--- config.mk ---
export PLATFORM = sky130hd
export DESIGN_NAME = swc_suspend_warmup
export DESIGN_NICKNAME = d
export VERILOG_FILES = /design/src/hw/swc_pkg.sv /design/src/hw/swc_suspend_warmup.sv
export SDC_FILE = /design/constraint.sdc
export NUM_CORES = 1
export LEC_CHECK = 0
export ABC_AREA = 0
export BUFFER_PORTS_ARGS = -buffer_cell sky130_fd_sc_hd__buf_2
export CAP_MARGIN = 10
export CORE_MARGIN = 5
export CORE_UTILIZATION = 30
export CTS_BUF_LIST = sky130_fd_sc_hd__clkbuf_8
export DETAILED_ROUTE_END_ITERATION = 8
export GPL_TIMING_DRIVEN = 0
export HOLD_SLACK_MARGIN = 0.05
export REMOVE_ABC_BUFFERS = 1
export SLEW_MARGIN = 25
export SYNTH_ARGS = -nofsm -noshare
export SYNTH_HDL_FRONTEND = slang
export SYNTH_SLANG_ARGS = --single-unit
--- constraint.sdc ---
create_clock -name clk -period 4.4 [get_ports clk]
set_input_delay 0.88 -clock clk [delete_from_list [all_inputs] [get_ports clk]]
set_output_delay 0.88 -clock clk [all_outputs]
set_load 0.02 [all_outputs]
--- src/hw/swc_pkg.sv ---
// constants, option layout and types of the suspend and warm-up controller
package swc_pkg;

	localparam int CLK_HZ = 200_000_000;
	localparam int CK_HZ = 2_000_000;
	localparam int CK_DIV = CLK_HZ / CK_HZ;
	localparam int CK_DIV_W = 7;

	localparam int PWR_WARMUP_MS = 11;
	localparam int POR_WARMUP_CKS = PWR_WARMUP_MS * (CK_HZ / 1000);
	localparam int PD_RESET_WARMUP_CKS = 1000;
	localparam int IRQ_WAKE_WARMUP_CKS = 64;

	localparam int OSC_EXP_00 = 17;
	localparam int OSC_EXP_01 = 14;
	localparam int OSC_EXP_10 = 11;
	localparam int OSC_EXP_11 = 8;
	localparam int OSC_EXP_RC = 7;
	localparam int CNT_W = 18;

	localparam logic [7:0] ADDR_POWER_CONTROL = 8'h87;
	localparam logic [7:0] ADDR_SUSPEND_UNLOCK = 8'h8E;
	localparam logic [7:0] UNLOCK_KEY = 8'h55;
	localparam logic [7:0] POWER_CONTROL_RESET = 8'h00;
	localparam logic [7:0] SUSPEND_UNLOCK_RESET = 8'h00;

	localparam int PC_IDLE_BIT = 0;
	localparam int PC_PD_BIT = 1;
	localparam int PC_GF_LO = 2;
	localparam int PC_GF_HI = 3;
	localparam int PC_SERIAL_CTRL_FUNC_SEL_BIT = 6;
	localparam int PC_BAUD_DOUBLE_BIT = 7;

	localparam logic [3:0] CLK_SRC_RC12 = 4'h0;
	localparam logic [3:0] CLK_SRC_RC16 = 4'h1;
	localparam logic [3:0] CLK_SRC_XTAL = 4'hE;

	localparam logic [3:0] SYNC_RESET = 4'h1;

	typedef struct packed {
		logic [3:0] clock_source_option;
		logic osc_range_option;
		logic high_speed_option;
		logic reset_pin_option;
		logic lowvolt_reset_enable_option;
		logic lowvolt_level_option;
		logic watchdog_enable_option;
		logic watchdog_in_sleep_option;
		logic [1:0] warmup_length_option;
		logic overload_action_option;
		logic clock_monitor_warmup_option;
	} swc_option_t;

	localparam swc_option_t OPTION_DEFAULT = '{CLK_SRC_RC12, 1'b0, 1'b0, 1'b0, 1'b0, 1'b0,
		1'b0, 1'b0, 2'h0, 1'b1, 1'b0};

	typedef struct packed {
		logic src_rc16;
		logic src_external;
		logic range_low;
		logic high_speed;
		logic reset_pin_is_reset;
		logic lowvolt_reset_enable;
		logic lowvolt_level_low;
		logic watchdog_enable;
		logic watchdog_in_sleep;
		logic [1:0] warmup_length;
		logic overload_irq_mode;
		logic monitor_off_in_warmup;
	} swc_config_t;

	typedef enum logic [2:0] {
		ST_PWR = 3'b000,
		ST_OSC = 3'b001,
		ST_RUN = 3'b010,
		ST_IDLE = 3'b011,
		ST_PDOWN = 3'b100
	} swc_state_t;

endpackage

--- src/hw/swc_suspend_warmup.sv ---
// suspend entry guard, warm-up sequencing and option decoding
//
// Local design decision: the address-and-strobe port.
`timescale 1ns/100ps

// Overview of operation
// - power-down bit set by software, hardware-cleared
// - idle bit set by software, hardware-cleared
// - broken unlock sequence clears unlock or request
// - both bits set: power-down, both cleared
// - two general flags, storage only
// - baud double and serial select passed out
// - both registers reset to zero on resets
// - oscillator warm-up on resets and power-down wake, except pin reset out of power-down
// - power warm-up precedes oscillator warm-up
// - power warm-up lengths per wake cause
// - power warm-up counted on 2MHz clock
// - oscillator warm-up length from option for external source only
// - options read during power warm-up
// - clock source option decode
// - range option gates high-speed option
// - reset pin option selects pin use
// - low-voltage reset enable and level
// - watchdog enable and sleep option
// - overload raises reset or interrupt
// - clock monitor suppressed in warm-up option
// - interrupt exit clears unlock and request
module swc_suspend_warmup #(
	parameter int POR_WARMUP_LEN = swc_pkg::POR_WARMUP_CKS,
	parameter int OSC_WARM_SHIFT = 0
) (
	input wire logic clk,
	input wire logic sys_rst,
	input wire logic [7:0] reg_addr,
	input wire logic [7:0] reg_wdata,
	input wire logic reg_wr,
	input wire logic reg_rd,
	output logic [7:0] reg_rdata,
	input wire logic instr_step,
	input wire logic wake_irq,
	input wire logic reset_pin_n,
	input wire logic lowvolt_reset_req,
	input wire logic watchdog_reset_req,
	input wire logic osc_clk,
	input wire logic overload_event,
	input wire swc_pkg::swc_option_t option_in,
	output swc_pkg::swc_config_t config_out,
	output logic core_clk_en,
	output logic periph_clk_en,
	output logic osc_enable,
	output logic core_reset,
	output logic warmup_active,
	output logic wake_done,
	output logic baud_double,
	output logic serial_ctrl_func_sel,
	output logic watchdog_run,
	output logic clock_monitor_active,
	output logic overload_reset_req,
	output logic overload_irq_req
);
	import swc_pkg::*;

	function automatic swc_config_t decode_opt(input swc_option_t o);
		swc_config_t c;
		c.src_rc16 = (o.clock_source_option == CLK_SRC_RC16);
		c.src_external = (o.clock_source_option == CLK_SRC_XTAL);
		c.range_low = o.osc_range_option;
		c.high_speed = o.high_speed_option & ~o.osc_range_option;
		c.reset_pin_is_reset = ~o.reset_pin_option;
		c.lowvolt_reset_enable = o.lowvolt_reset_enable_option;
		c.lowvolt_level_low = o.lowvolt_level_option;
		c.watchdog_enable = o.watchdog_enable_option;
		c.watchdog_in_sleep = o.watchdog_in_sleep_option & o.watchdog_enable_option;
		c.warmup_length = o.warmup_length_option;
		c.overload_irq_mode = o.overload_action_option;
		c.monitor_off_in_warmup = o.clock_monitor_warmup_option;
		return c;
	endfunction

	// internal rc ignores the length option
	function automatic logic [CNT_W-1:0] osc_len(input swc_config_t c);
		int e;
		e = OSC_EXP_RC;
		if (c.src_external) begin
			case (c.warmup_length)
				2'h0: e = OSC_EXP_00;
				2'h1: e = OSC_EXP_01;
				2'h2: e = OSC_EXP_10;
				default: e = OSC_EXP_11;
			endcase
		end
		e = e - OSC_WARM_SHIFT;
		if (e < 0) begin
			e = 0;
		end
		return CNT_W'(1 << e);
	endfunction

	swc_state_t state;
	logic [CNT_W-1:0] cnt;
	logic osc_after;
	logic irq_wake;
	logic reset_seq;

	swc_option_t opt;
	logic opt_loaded;
	swc_config_t cfg;

	logic [3:0] sync_raw;
	logic [3:0] sync1;
	logic [3:0] sync2;
	logic [3:0] sync3;
	logic [3:0] filt;
	logic [3:0] filt_q;

	logic [CK_DIV_W-1:0] ck_div;
	logic ck_tick;

	logic pin_rst_evt;
	logic lvr_evt;
	logic wdt_evt;
	logic osc_edge;
	logic reset_any;

	logic powerdown_request;
	logic idle_request;
	logic [1:0] general_sw_flags;
	logic [7:0] suspend_unlock;
	logic armed;
	logic clear_pending;

	logic pc_wr;
	logic su_wr;
	logic step;
	logic req_bits;
	logic accept;
	logic pwr_done;
	logic osc_done;
	logic seq_done;
	logic irq_exit;

	// before the latch the raw option pins give the live view
	assign cfg = decode_opt(opt_loaded ? opt : option_in);
	assign config_out = cfg;

	// pins and the oscillator are asynchronous to clk
	assign sync_raw = {osc_clk, watchdog_reset_req, lowvolt_reset_req, reset_pin_n};

	genvar gi;
	generate
		for (gi = 0; gi < 4; gi++) begin : g_sync
			always_ff @(posedge clk) begin
				if (sys_rst) begin
					sync1[gi] <= SYNC_RESET[gi];
					sync2[gi] <= SYNC_RESET[gi];
					sync3[gi] <= SYNC_RESET[gi];
					filt[gi] <= SYNC_RESET[gi];
					filt_q[gi] <= SYNC_RESET[gi];
				end else begin
					sync1[gi] <= sync_raw[gi];
					sync2[gi] <= sync1[gi];
					sync3[gi] <= sync2[gi];
					if (sync2[gi] == sync3[gi]) begin
						filt[gi] <= sync3[gi];
					end
					filt_q[gi] <= filt[gi];
				end
			end
		end
	endgenerate

	assign pin_rst_evt = filt_q[0] & ~filt[0] & cfg.reset_pin_is_reset;
	assign lvr_evt = ~filt_q[1] & filt[1] & cfg.lowvolt_reset_enable;
	assign wdt_evt = ~filt_q[2] & filt[2] & cfg.watchdog_enable;
	assign osc_edge = ~filt_q[3] & filt[3];
	assign reset_any = pin_rst_evt | lvr_evt | wdt_evt;

	// count clock stands in for the 2MHz rc, independent of osc_clk
	always_ff @(posedge clk) begin
		if (sys_rst) begin
			ck_div <= '0;
		end else if (ck_div == CK_DIV_W'(CK_DIV - 1)) begin
			ck_div <= '0;
		end else begin
			ck_div <= ck_div + 1'b1;
		end
	end

	assign ck_tick = (ck_div == CK_DIV_W'(CK_DIV - 1));

	assign pc_wr = reg_wr & (reg_addr == ADDR_POWER_CONTROL);
	assign su_wr = reg_wr & (reg_addr == ADDR_SUSPEND_UNLOCK);
	// a read or an unrelated instruction also closes the key window
	assign step = reg_wr | reg_rd | instr_step;
	assign req_bits = reg_wdata[PC_PD_BIT] | reg_wdata[PC_IDLE_BIT];
	// the request write must be the instruction right after the key
	assign accept = pc_wr & req_bits & armed & (state == ST_RUN);

	assign pwr_done = (state == ST_PWR) & ck_tick & (cnt <= CNT_W'(1));
	assign osc_done = (state == ST_OSC) & osc_edge & (cnt <= CNT_W'(1));
	assign seq_done = (pwr_done & ~osc_after) | osc_done;
	assign irq_exit = ~reset_any & ((seq_done & irq_wake) | ((state == ST_IDLE) & wake_irq));

	always_ff @(posedge clk) begin
		if (sys_rst) begin
			state <= ST_PWR;
			cnt <= CNT_W'(POR_WARMUP_LEN);
			osc_after <= 1'b1;
			irq_wake <= 1'b0;
			reset_seq <= 1'b1;
		end else if (reset_any) begin
			state <= ST_PWR;
			reset_seq <= 1'b1;
			irq_wake <= 1'b0;
			// a short power warm-up only for pin or watchdog out of power-down
			if ((state == ST_PDOWN) & ~lvr_evt) begin
				cnt <= CNT_W'(PD_RESET_WARMUP_CKS);
				osc_after <= wdt_evt;
			end else begin
				cnt <= CNT_W'(POR_WARMUP_LEN);
				osc_after <= 1'b1;
			end
		end else begin
			case (state)
				ST_PWR: begin
					if (pwr_done) begin
						if (osc_after) begin
							state <= ST_OSC;
							cnt <= osc_len(cfg);
						end else begin
							state <= ST_RUN;
							reset_seq <= 1'b0;
							irq_wake <= 1'b0;
						end
					end else if (ck_tick) begin
						cnt <= cnt - 1'b1;
					end
				end
				ST_OSC: begin
					if (osc_done) begin
						state <= ST_RUN;
						reset_seq <= 1'b0;
						irq_wake <= 1'b0;
					end else if (osc_edge) begin
						cnt <= cnt - 1'b1;
					end
				end
				ST_RUN: begin
					if (accept & reg_wdata[PC_PD_BIT]) begin
						state <= ST_PDOWN;
					end else if (accept) begin
						state <= ST_IDLE;
					end
				end
				ST_IDLE: begin
					if (wake_irq) begin
						state <= ST_RUN;
					end
				end
				ST_PDOWN: begin
					if (wake_irq) begin
						state <= ST_PWR;
						cnt <= CNT_W'(IRQ_WAKE_WARMUP_CKS);
						osc_after <= 1'b1;
						irq_wake <= 1'b1;
					end
				end
				default: begin
					state <= ST_PWR;
					cnt <= CNT_W'(POR_WARMUP_LEN);
					osc_after <= 1'b1;
					reset_seq <= 1'b1;
				end
			endcase
		end
	end

	// only power-on reloads options; later resets keep them
	always_ff @(posedge clk) begin
		if (sys_rst) begin
			opt <= OPTION_DEFAULT;
			opt_loaded <= 1'b0;
		end else if (~opt_loaded & (state == ST_PWR)) begin
			opt <= option_in;
			opt_loaded <= 1'b1;
		end
	end

	always_ff @(posedge clk) begin
		if (sys_rst | reset_any) begin
			baud_double <= POWER_CONTROL_RESET[PC_BAUD_DOUBLE_BIT];
			serial_ctrl_func_sel <= POWER_CONTROL_RESET[PC_SERIAL_CTRL_FUNC_SEL_BIT];
			general_sw_flags <= POWER_CONTROL_RESET[PC_GF_HI:PC_GF_LO];
		end else if (pc_wr) begin
			baud_double <= reg_wdata[PC_BAUD_DOUBLE_BIT];
			serial_ctrl_func_sel <= reg_wdata[PC_SERIAL_CTRL_FUNC_SEL_BIT];
			general_sw_flags <= reg_wdata[PC_GF_HI:PC_GF_LO];
		end
	end

	// a fresh write wins over the irq_exit and clear_pending clears in the same cycle, but not over a reset
	always_ff @(posedge clk) begin
		if (sys_rst | reset_any) begin
			powerdown_request <= POWER_CONTROL_RESET[PC_PD_BIT];
			idle_request <= POWER_CONTROL_RESET[PC_IDLE_BIT];
			clear_pending <= 1'b0;
		end else begin
			clear_pending <= pc_wr & req_bits & ~accept;
			if (pc_wr) begin
				powerdown_request <= reg_wdata[PC_PD_BIT];
				idle_request <= reg_wdata[PC_IDLE_BIT];
			end else if (irq_exit | clear_pending) begin
				powerdown_request <= 1'b0;
				idle_request <= 1'b0;
			end
		end
	end

	always_ff @(posedge clk) begin
		if (sys_rst | reset_any) begin
			suspend_unlock <= SUSPEND_UNLOCK_RESET;
			armed <= 1'b0;
		end else if (su_wr) begin
			suspend_unlock <= reg_wdata;
			armed <= (reg_wdata == UNLOCK_KEY);
		end else if (irq_exit) begin
			suspend_unlock <= '0;
			armed <= 1'b0;
		end else if (step & armed) begin
			armed <= 1'b0;
			if (~accept) begin
				suspend_unlock <= '0;
			end
		end
	end

	// unused bits 5:4 of power_control read as zero
	always_ff @(posedge clk) begin
		if (sys_rst) begin
			reg_rdata <= '0;
		end else if (reg_rd & (reg_addr == ADDR_POWER_CONTROL)) begin
			reg_rdata <= {baud_double, serial_ctrl_func_sel, 2'b00, general_sw_flags,
				powerdown_request, idle_request};
		end else if (reg_rd & (reg_addr == ADDR_SUSPEND_UNLOCK)) begin
			reg_rdata <= suspend_unlock;
		end else begin
			reg_rdata <= '0;
		end
	end

	always_ff @(posedge clk) begin
		if (sys_rst) begin
			wake_done <= 1'b0;
			overload_reset_req <= 1'b0;
			overload_irq_req <= 1'b0;
		end else begin
			wake_done <= irq_exit;
			overload_reset_req <= overload_event & ~cfg.overload_irq_mode;
			overload_irq_req <= overload_event & cfg.overload_irq_mode;
		end
	end

	assign core_clk_en = (state == ST_RUN);
	assign periph_clk_en = (state == ST_RUN) | (state == ST_IDLE);
	assign osc_enable = (state != ST_PDOWN);
	assign core_reset = reset_seq;
	assign warmup_active = (state == ST_PWR) | (state == ST_OSC);
	assign clock_monitor_active = ~(warmup_active & cfg.monitor_off_in_warmup);
	assign watchdog_run = cfg.watchdog_enable & ((state != ST_PDOWN) | cfg.watchdog_in_sleep);

endmodule

Word level (Yosys, flattened, before mapping)
Index checks and enable logic that the tools add are counted.
{"block": "word_totals", "wordCells": 216, "mem_bits_rw": 0, "latchBits": 0, "output_inout_bits": 33, "n_memories": 0, "in_bits": 42, "rom_bits": 0, "register_bits": 94}
{"block": "op_classes", "add_sub_neg": 2, "mux": 52, "eq_ne": 31, "n_lt_le_gt_ge": 2, "bitwise_logic": 60, "mul": 0, "div_mod_pow": 0, "n_shift": 1, "n_reduce_logical": 17}
{"cell": "$mux W32", "count": 11}
{"cell": "$mux W18", "count": 7}
{"cell": "$pmux W18 S4", "count": 1}
{"cell": "$mux W8", "count": 6}
{"cell": "$and A1 B1 Y1", "count": 33}
{"cell": "$lt A32 B1 Y1 const B", "count": 1}
{"cell": "$shl A1 B32 Y18 const A", "count": 1}
{"cell": "$mux W15", "count": 2}
{"cell": "$le A18 B1 Y1 const B", "count": 1}
{"cell": "$mux W3", "count": 6}
{"cell": "$sub A18 B1 Y18 const B", "count": 1}
{"cell": "$eq A8 B8 Y1 const B", "count": 2}
{"cell": "$not A1 Y1", "count": 15}
{"cell": "$pmux W3 S5", "count": 1}
{"cell": "$pmux W5 S3", "count": 1}
{"cell": "$mux W1", "count": 12}
{"cell": "$ne A3 B3 Y1 const B", "count": 4}
{"cell": "$or A1 B1 Y1", "count": 12}
{"cell": "$ne A2 B2 Y1 const B", "count": 5}
{"cell": "$reduce_and A5 Y1", "count": 2}
{"cell": "$eq A8 B7 Y1 const B", "count": 1}
{"cell": "$ne A4 B4 Y1 const B", "count": 2}
{"cell": "$add A7 B1 Y7 const B", "count": 1}
{"cell": "$eq A7 B7 Y1 const B", "count": 1}
{"cell": "other kinds (25)", "count": 36}

Longest topological paths before layout
{"block": "logic_depth", "depth_word": 21, "mapped_depth": 10, "ltp_nobuf": 8}

Worst setup path before layout
OpenSTA, ideal clock, no wires.
{"block": "synth_timing", "kind": "reg-to-reg", "start": "register cnt[8]", "end": "register cnt[5]", "period_less_slack_ns": 3.057, "setup_slack_ns": 1.343, "path_stages_with_launch": 10, "setup_time_ns": 0.072, "arrival_time_ns": 2.986, "path_cell_list": "dfxtp_1 -> or4_4 -> or3_1 -> buf_6 -> or4_4 -> buf_6 -> or2_4 -> or4_4 -> or2_0 -> a2bb2oi_1"}
{"block": "synth_via", "elab_chain_len": 5, "elab_cells_between_ends": 10}
{"element": "start: declaration", "line_no": "swc_suspend_warmup.sv:100", "rtl": "logic [CNT_W-1:0] cnt;"}
{"element": "start signal: assignment", "line_no": "swc_suspend_warmup.sv:207", "rtl": "cnt <= CNT_W'(POR_WARMUP_LEN);"}
{"element": "start signal: assignment", "line_no": "swc_suspend_warmup.sv:217", "rtl": "cnt <= CNT_W'(PD_RESET_WARMUP_CKS);"}
{"element": "start signal: assignment", "line_no": "swc_suspend_warmup.sv:220", "rtl": "cnt <= CNT_W'(POR_WARMUP_LEN);"}
{"element": "$le A18 B1 Y1 (*)", "line_no": "swc_suspend_warmup.sv:199, swc_suspend_warmup.sv:200"}
{"element": "$and A1 B1 Y1", "line_no": "swc_suspend_warmup.sv:199", "rtl": "assign pwr_done = (state == ST_PWR) & ck_tick & (cnt <= CNT_W'(1));"}
{"element": "$mux W18", "line_no": "swc_suspend_warmup.sv:226", "rtl": "if (pwr_done) begin"}
{"element": "$pmux W18 S4", "line_no": "swc_suspend_warmup.sv:224", "rtl": "case (state)"}
{"element": "$mux W18", "line_no": "swc_suspend_warmup.sv:211", "rtl": "end else if (reset_any) begin"}
Mark *: on every way between the ends. The rest lies on a longest branch, timed or not.
A chain may end at the register's enable or synchronous reset.

Final worst setup path
{"block": "layout_timing", "start": "register opt_loaded", "end": "register cnt[6]"}
{"block": "layout_via", "elab_chain_len": 21, "elab_cells_between_ends": 37}
{"element": "start: declaration", "line_no": "swc_suspend_warmup.sv:106", "rtl": "logic opt_loaded;"}
{"element": "start signal: assignment", "line_no": "swc_suspend_warmup.sv:282", "rtl": "opt_loaded <= 1'b0;"}
{"element": "start signal: assignment", "line_no": "swc_suspend_warmup.sv:285", "rtl": "opt_loaded <= 1'b1;"}
{"element": "$mux W15 (*)", "line_no": "swc_suspend_warmup.sv:143", "rtl": "assign cfg = decode_opt(opt_loaded ? opt : option_in);"}
{"element": "$eq A2 B2 Y1, or another cell as far along", "line_no": "swc_suspend_warmup.sv:85", "rtl": "case (c.warmup_length)"}
{"element": "$pmux W5 S3", "line_no": "swc_suspend_warmup.sv:85"}
{"element": "$mux W5", "line_no": "swc_suspend_warmup.sv:84", "rtl": "if (c.src_external) begin"}
{"element": "$mux W32", "line_no": "swc_suspend_warmup.sv:227", "rtl": "if (osc_after) begin"}
{"element": "$mux W32", "line_no": "swc_suspend_warmup.sv:226"}
{"element": "$mux W32", "line_no": "swc_suspend_warmup.sv:224"}
{"element": "$mux W32", "line_no": "swc_suspend_warmup.sv:211"}
{"element": "[5 not listed]"}
{"element": "$mux W32", "line_no": "swc_suspend_warmup.sv:224"}
{"element": "$mux W32", "line_no": "swc_suspend_warmup.sv:211"}
{"element": "$mux W32", "line_no": "swc_suspend_warmup.sv:205", "rtl": "if (sys_rst) begin"}
{"element": "$shl A1 B32 Y18", "line_no": "swc_suspend_warmup.sv:96", "rtl": "return CNT_W'(1 << e);"}
{"element": "$mux W18", "line_no": "swc_suspend_warmup.sv:227"}
{"element": "$mux W18", "line_no": "swc_suspend_warmup.sv:226"}
{"element": "$pmux W18 S4", "line_no": "swc_suspend_warmup.sv:224"}
{"element": "$mux W18", "line_no": "swc_suspend_warmup.sv:211"}
{"element": "end signal: assignment", "line_no": "swc_suspend_warmup.sv:217"}
{"element": "end signal: assignment", "line_no": "swc_suspend_warmup.sv:220"}
{"element": "end signal: assignment", "line_no": "swc_suspend_warmup.sv:229", "rtl": "cnt <= osc_len(cfg);"}
Mark *: on every way between the ends. The rest lies on a longest branch, timed or not. The select of a mux whose other input is x is not followed.

==> run summary <==
RSZ-0062 raised after global routing - no
Total GRT Usage - 0.1335
fillers - 1478
clock latency on the worst-skew pair - 0.37 ns
CTS clk-pin slew, worst paths - 0.10 ns
post-DR wirelength/cell - 15.16 um
num rows - 43
WP data required - 4.66 ns
initial antenna violation count - 0
static leakage - 1.979 nW
final clock skew - 0.01064 ns
Post-CTS Resized - 0
total clock buffers created by CTS - 9
Arr. time, crit path - 3.79 ns
vias per cell - 5.197
Switching Share - 0.2464
clock sinks - 94
Final HPWL DP - 8261 um
Final Hold Viols - 0
met3 wire len - 660 um
Die H - 130.1 um
part of the Yosys area used for sequential elements - 0.4348
first-pass GRT wire length - 18370 um
critical setup path kind - register to register
worst min path class - register to register
CP Capture Type - register
Finished Cell Area - 5057 sq um
first drt pass iteration count - 5
final-report setup violation count - 0
Peak VDD IR - 0.0001826 V
post-route non-filler standard cell count - 747
combinational power share - 0.081
antenna-violating nets left - 0
Unique masters post-synth - 58
Residual DRC - 0
Setup TNS - 0 ns
nature of the critical path startpoint - register
Final Max Tran Viols - 0
GRT overflow - 0
Die Area - 16930 sq um
CTS HTree Levels - 3
largest net degree at the start of global routing - 58
starting DRC count in detailed routing - 297
final worst path period need - 3.532 ns
Worst-Margin Slew - 0.9892 ns
maximum fanout along the worst path - 19
Placed Cells - 731
normalized max-slew margin - 0.3391
P&R area growth vs syn - 16.85%
Placeable Area - 13990 sq um
Tot Pwr - 0.001647 W
CTS tree - done
clock group share of total power - 0.385
gpl congestion - 0.8396
hold_ws - 0.4218 ns
Met1 Routed Length - 5389 um
root buffer cell - clkbuf_8
Clock Tree Buf Depth - 2
WL final - 11320 um
synthesized cell area - 4328 sq um
Ys Warns - 0
I/O pin count - 75
commonest register cell after synthesis - dfxtp_1
sw power - 0.0004058 W
wire length on met2 - 5157 um
area post-placement - 4833 sq um
total number of vias - 3882
Async SR Flop Fraction - 0
P per Cell Area - 325.7 nW/um^2
final net count - 610
Sequential Power Share - 0.534
Final period util - 0.8027
Initial Util - 0.3094
PortBufs - 74
post-synthesis average cell area - 8.673 sq um
Max Cap Violations - 0
n_diodes - 0
#FFs+latches synth - 94
postcts setup bufs - 0
internal power - 0.001241 W
vias in the first global route - 3661
number of synthesized flops with an enable pin - 0
share of cells above drive strength 1 - 0.1940
die extent in x - 130.1 um
status - finished clean
DR top layer - met4
synthesized instance count - 499
Max Freq - 0.2831 GHz
CTS Hold Buffers Added - 0
-- cells in the final DEF, fill, tap and decap left out, types with 3 or more instances in the layout --
master     n
nand2b_1   5
nand3_1   13
nor4_1    13
nand4_1    6
or4_1      6
or3_1      4
inv_1     15
o21a_1     4
mux2i_1    9
xor2_1     9
a221o_1    5
or2_2      6
a32oi_1    3
nor2_1    44
or4_4      3
buf_2     73
clkbuf_8   9
a31oi_1    6
nand3b_1   8
nand2_1   51
ha_1       6
and2_1     7
a21oi_1   35
mux2_2     6
xnor2_1    5
and3_1     5
o31ai_1    3
o211ai_1   5
a22o_1    15
dfxtp_1   94
nor3_1    10
nor4b_1    3
nand4b_1   5
o21ai_0   20
nor2b_1   19
-- worst max-delay path, cell delays in order, from the launching register on --
cell and delay [ns]:
dfxtp_1 0.89, mux2_2 0.46, a32oi_1 0.49, nand3b_1 0.63, nor3_1 0.49, o211a_1 0.24, nand3_1 0.08, o21a_1 0.15
-- area by class of cell --
class                           count  area, sq um  area share
Tap cell                          180        225.2     0.04453
Clock buffer                        9        123.9     0.02449
Inverter                           14        52.55     0.01039
Clock inverter                      7        97.59     0.01930
Sequential cell                    94         1882      0.3721
Timing Repair Buffer               74        372.9     0.07373
Multi-Input combinational cell    369         2303      0.4555
-- through the flow --
| stage | worst slack (ns) | utilization |
|---|---|---|
| CTS | 0.9324 | 0.3614 |
| floorplan | 1.409 | - |
| global route | 0.7034 | 0.3615 |
| finish | 0.8681 | 0.3615 |
| detailed placement | 1.003 | 0.3455 |
| global placement | 1.031 | 0.3450 |
-- cell usage after synthesis, drive strengths merged, types with 4 or more instances --
master  instances  area share
or2             8       0.012
nor3           10       0.012
mux2            6       0.016
a31oi           6      0.0087
a221o           5       0.012
nand2          51       0.044
o21ai          21       0.024
or4             9       0.018
o21a            4      0.0069
a22o           15       0.030
xor2            9       0.018
dfxtp          94        0.43
nand3          13       0.015
o31ai           4      0.0069
o211ai          5      0.0087
nor2b          19       0.027
and2            7       0.010
a21oi          35       0.040
nor4           13       0.019
or3             4      0.0058
and3            5      0.0072
nor2           45       0.039
nand2b          5      0.0072
xnor2           5       0.010
inv            14       0.012
clkbuf         19       0.016
mux2i           9       0.021
ha              6       0.017
nand4           6      0.0087
nand4b          5       0.010
nand3b          8       0.014
-- cell families (layout without fill, tap and decap cells) --
logic type | after synthesis | count (layout) | share of synthesized area
buffers and inverters | 36 | 104 | 0.03469
adders and majority gates | 6 | 6 | 0.01735
AOI/OAI and AO/OA | 116 | 116 | 0.1784
xor gates and xnor gates | 14 | 14 | 0.02833
DFF | 94 | 94 | 0.4348
muxes | 15 | 15 | 0.03643
and+or+nand+nor | 218 | 218 | 0.2700
-- path summary, 6_finish.rpt --
check / startpoint / endpoint / slack, ns / cells after the start
worst max-delay path: opt_loaded / cnt[6] / 0.87 / 7
worst min-delay path: sync1[0] / sync2[0] / 0.42 / 1
worst max register to register: opt_loaded / cnt[6] / 0.87 / 7
worst min register to register: sync1[0] / sync2[0] / 0.42 / 1
-- sequential cells by signal (all words and copies together) (netlist names), 2 cells and up --
name	cells
ck_div	7
cnt	18
filt	4
filt_q	4
general_sw_flags	2
opt	15
reg_rdata	8
state	3
suspend_unlock	8
sync1	4
sync2	4
sync3	4
-- power groups by stage --
stage               clock, W  sequential, W  combinational (W)
CTS                 0.000653       0.000879           0.000135
global route        0.000694       0.000882           0.000149
detailed placement         0       0.000899           0.000134
global placement           0       0.000898           0.000132
finish              0.000634       0.000879           0.000134
floorplan                  0       0.000896          0.0000748
-- layer usage --
metal  GRT usage  vias up
li1            -     1927
met1      0.1841     1831
met2      0.2124      110
met3     0.03070       14
met4     0.03178        0
met5           0        -
Power figures use the tool's default switching activity.
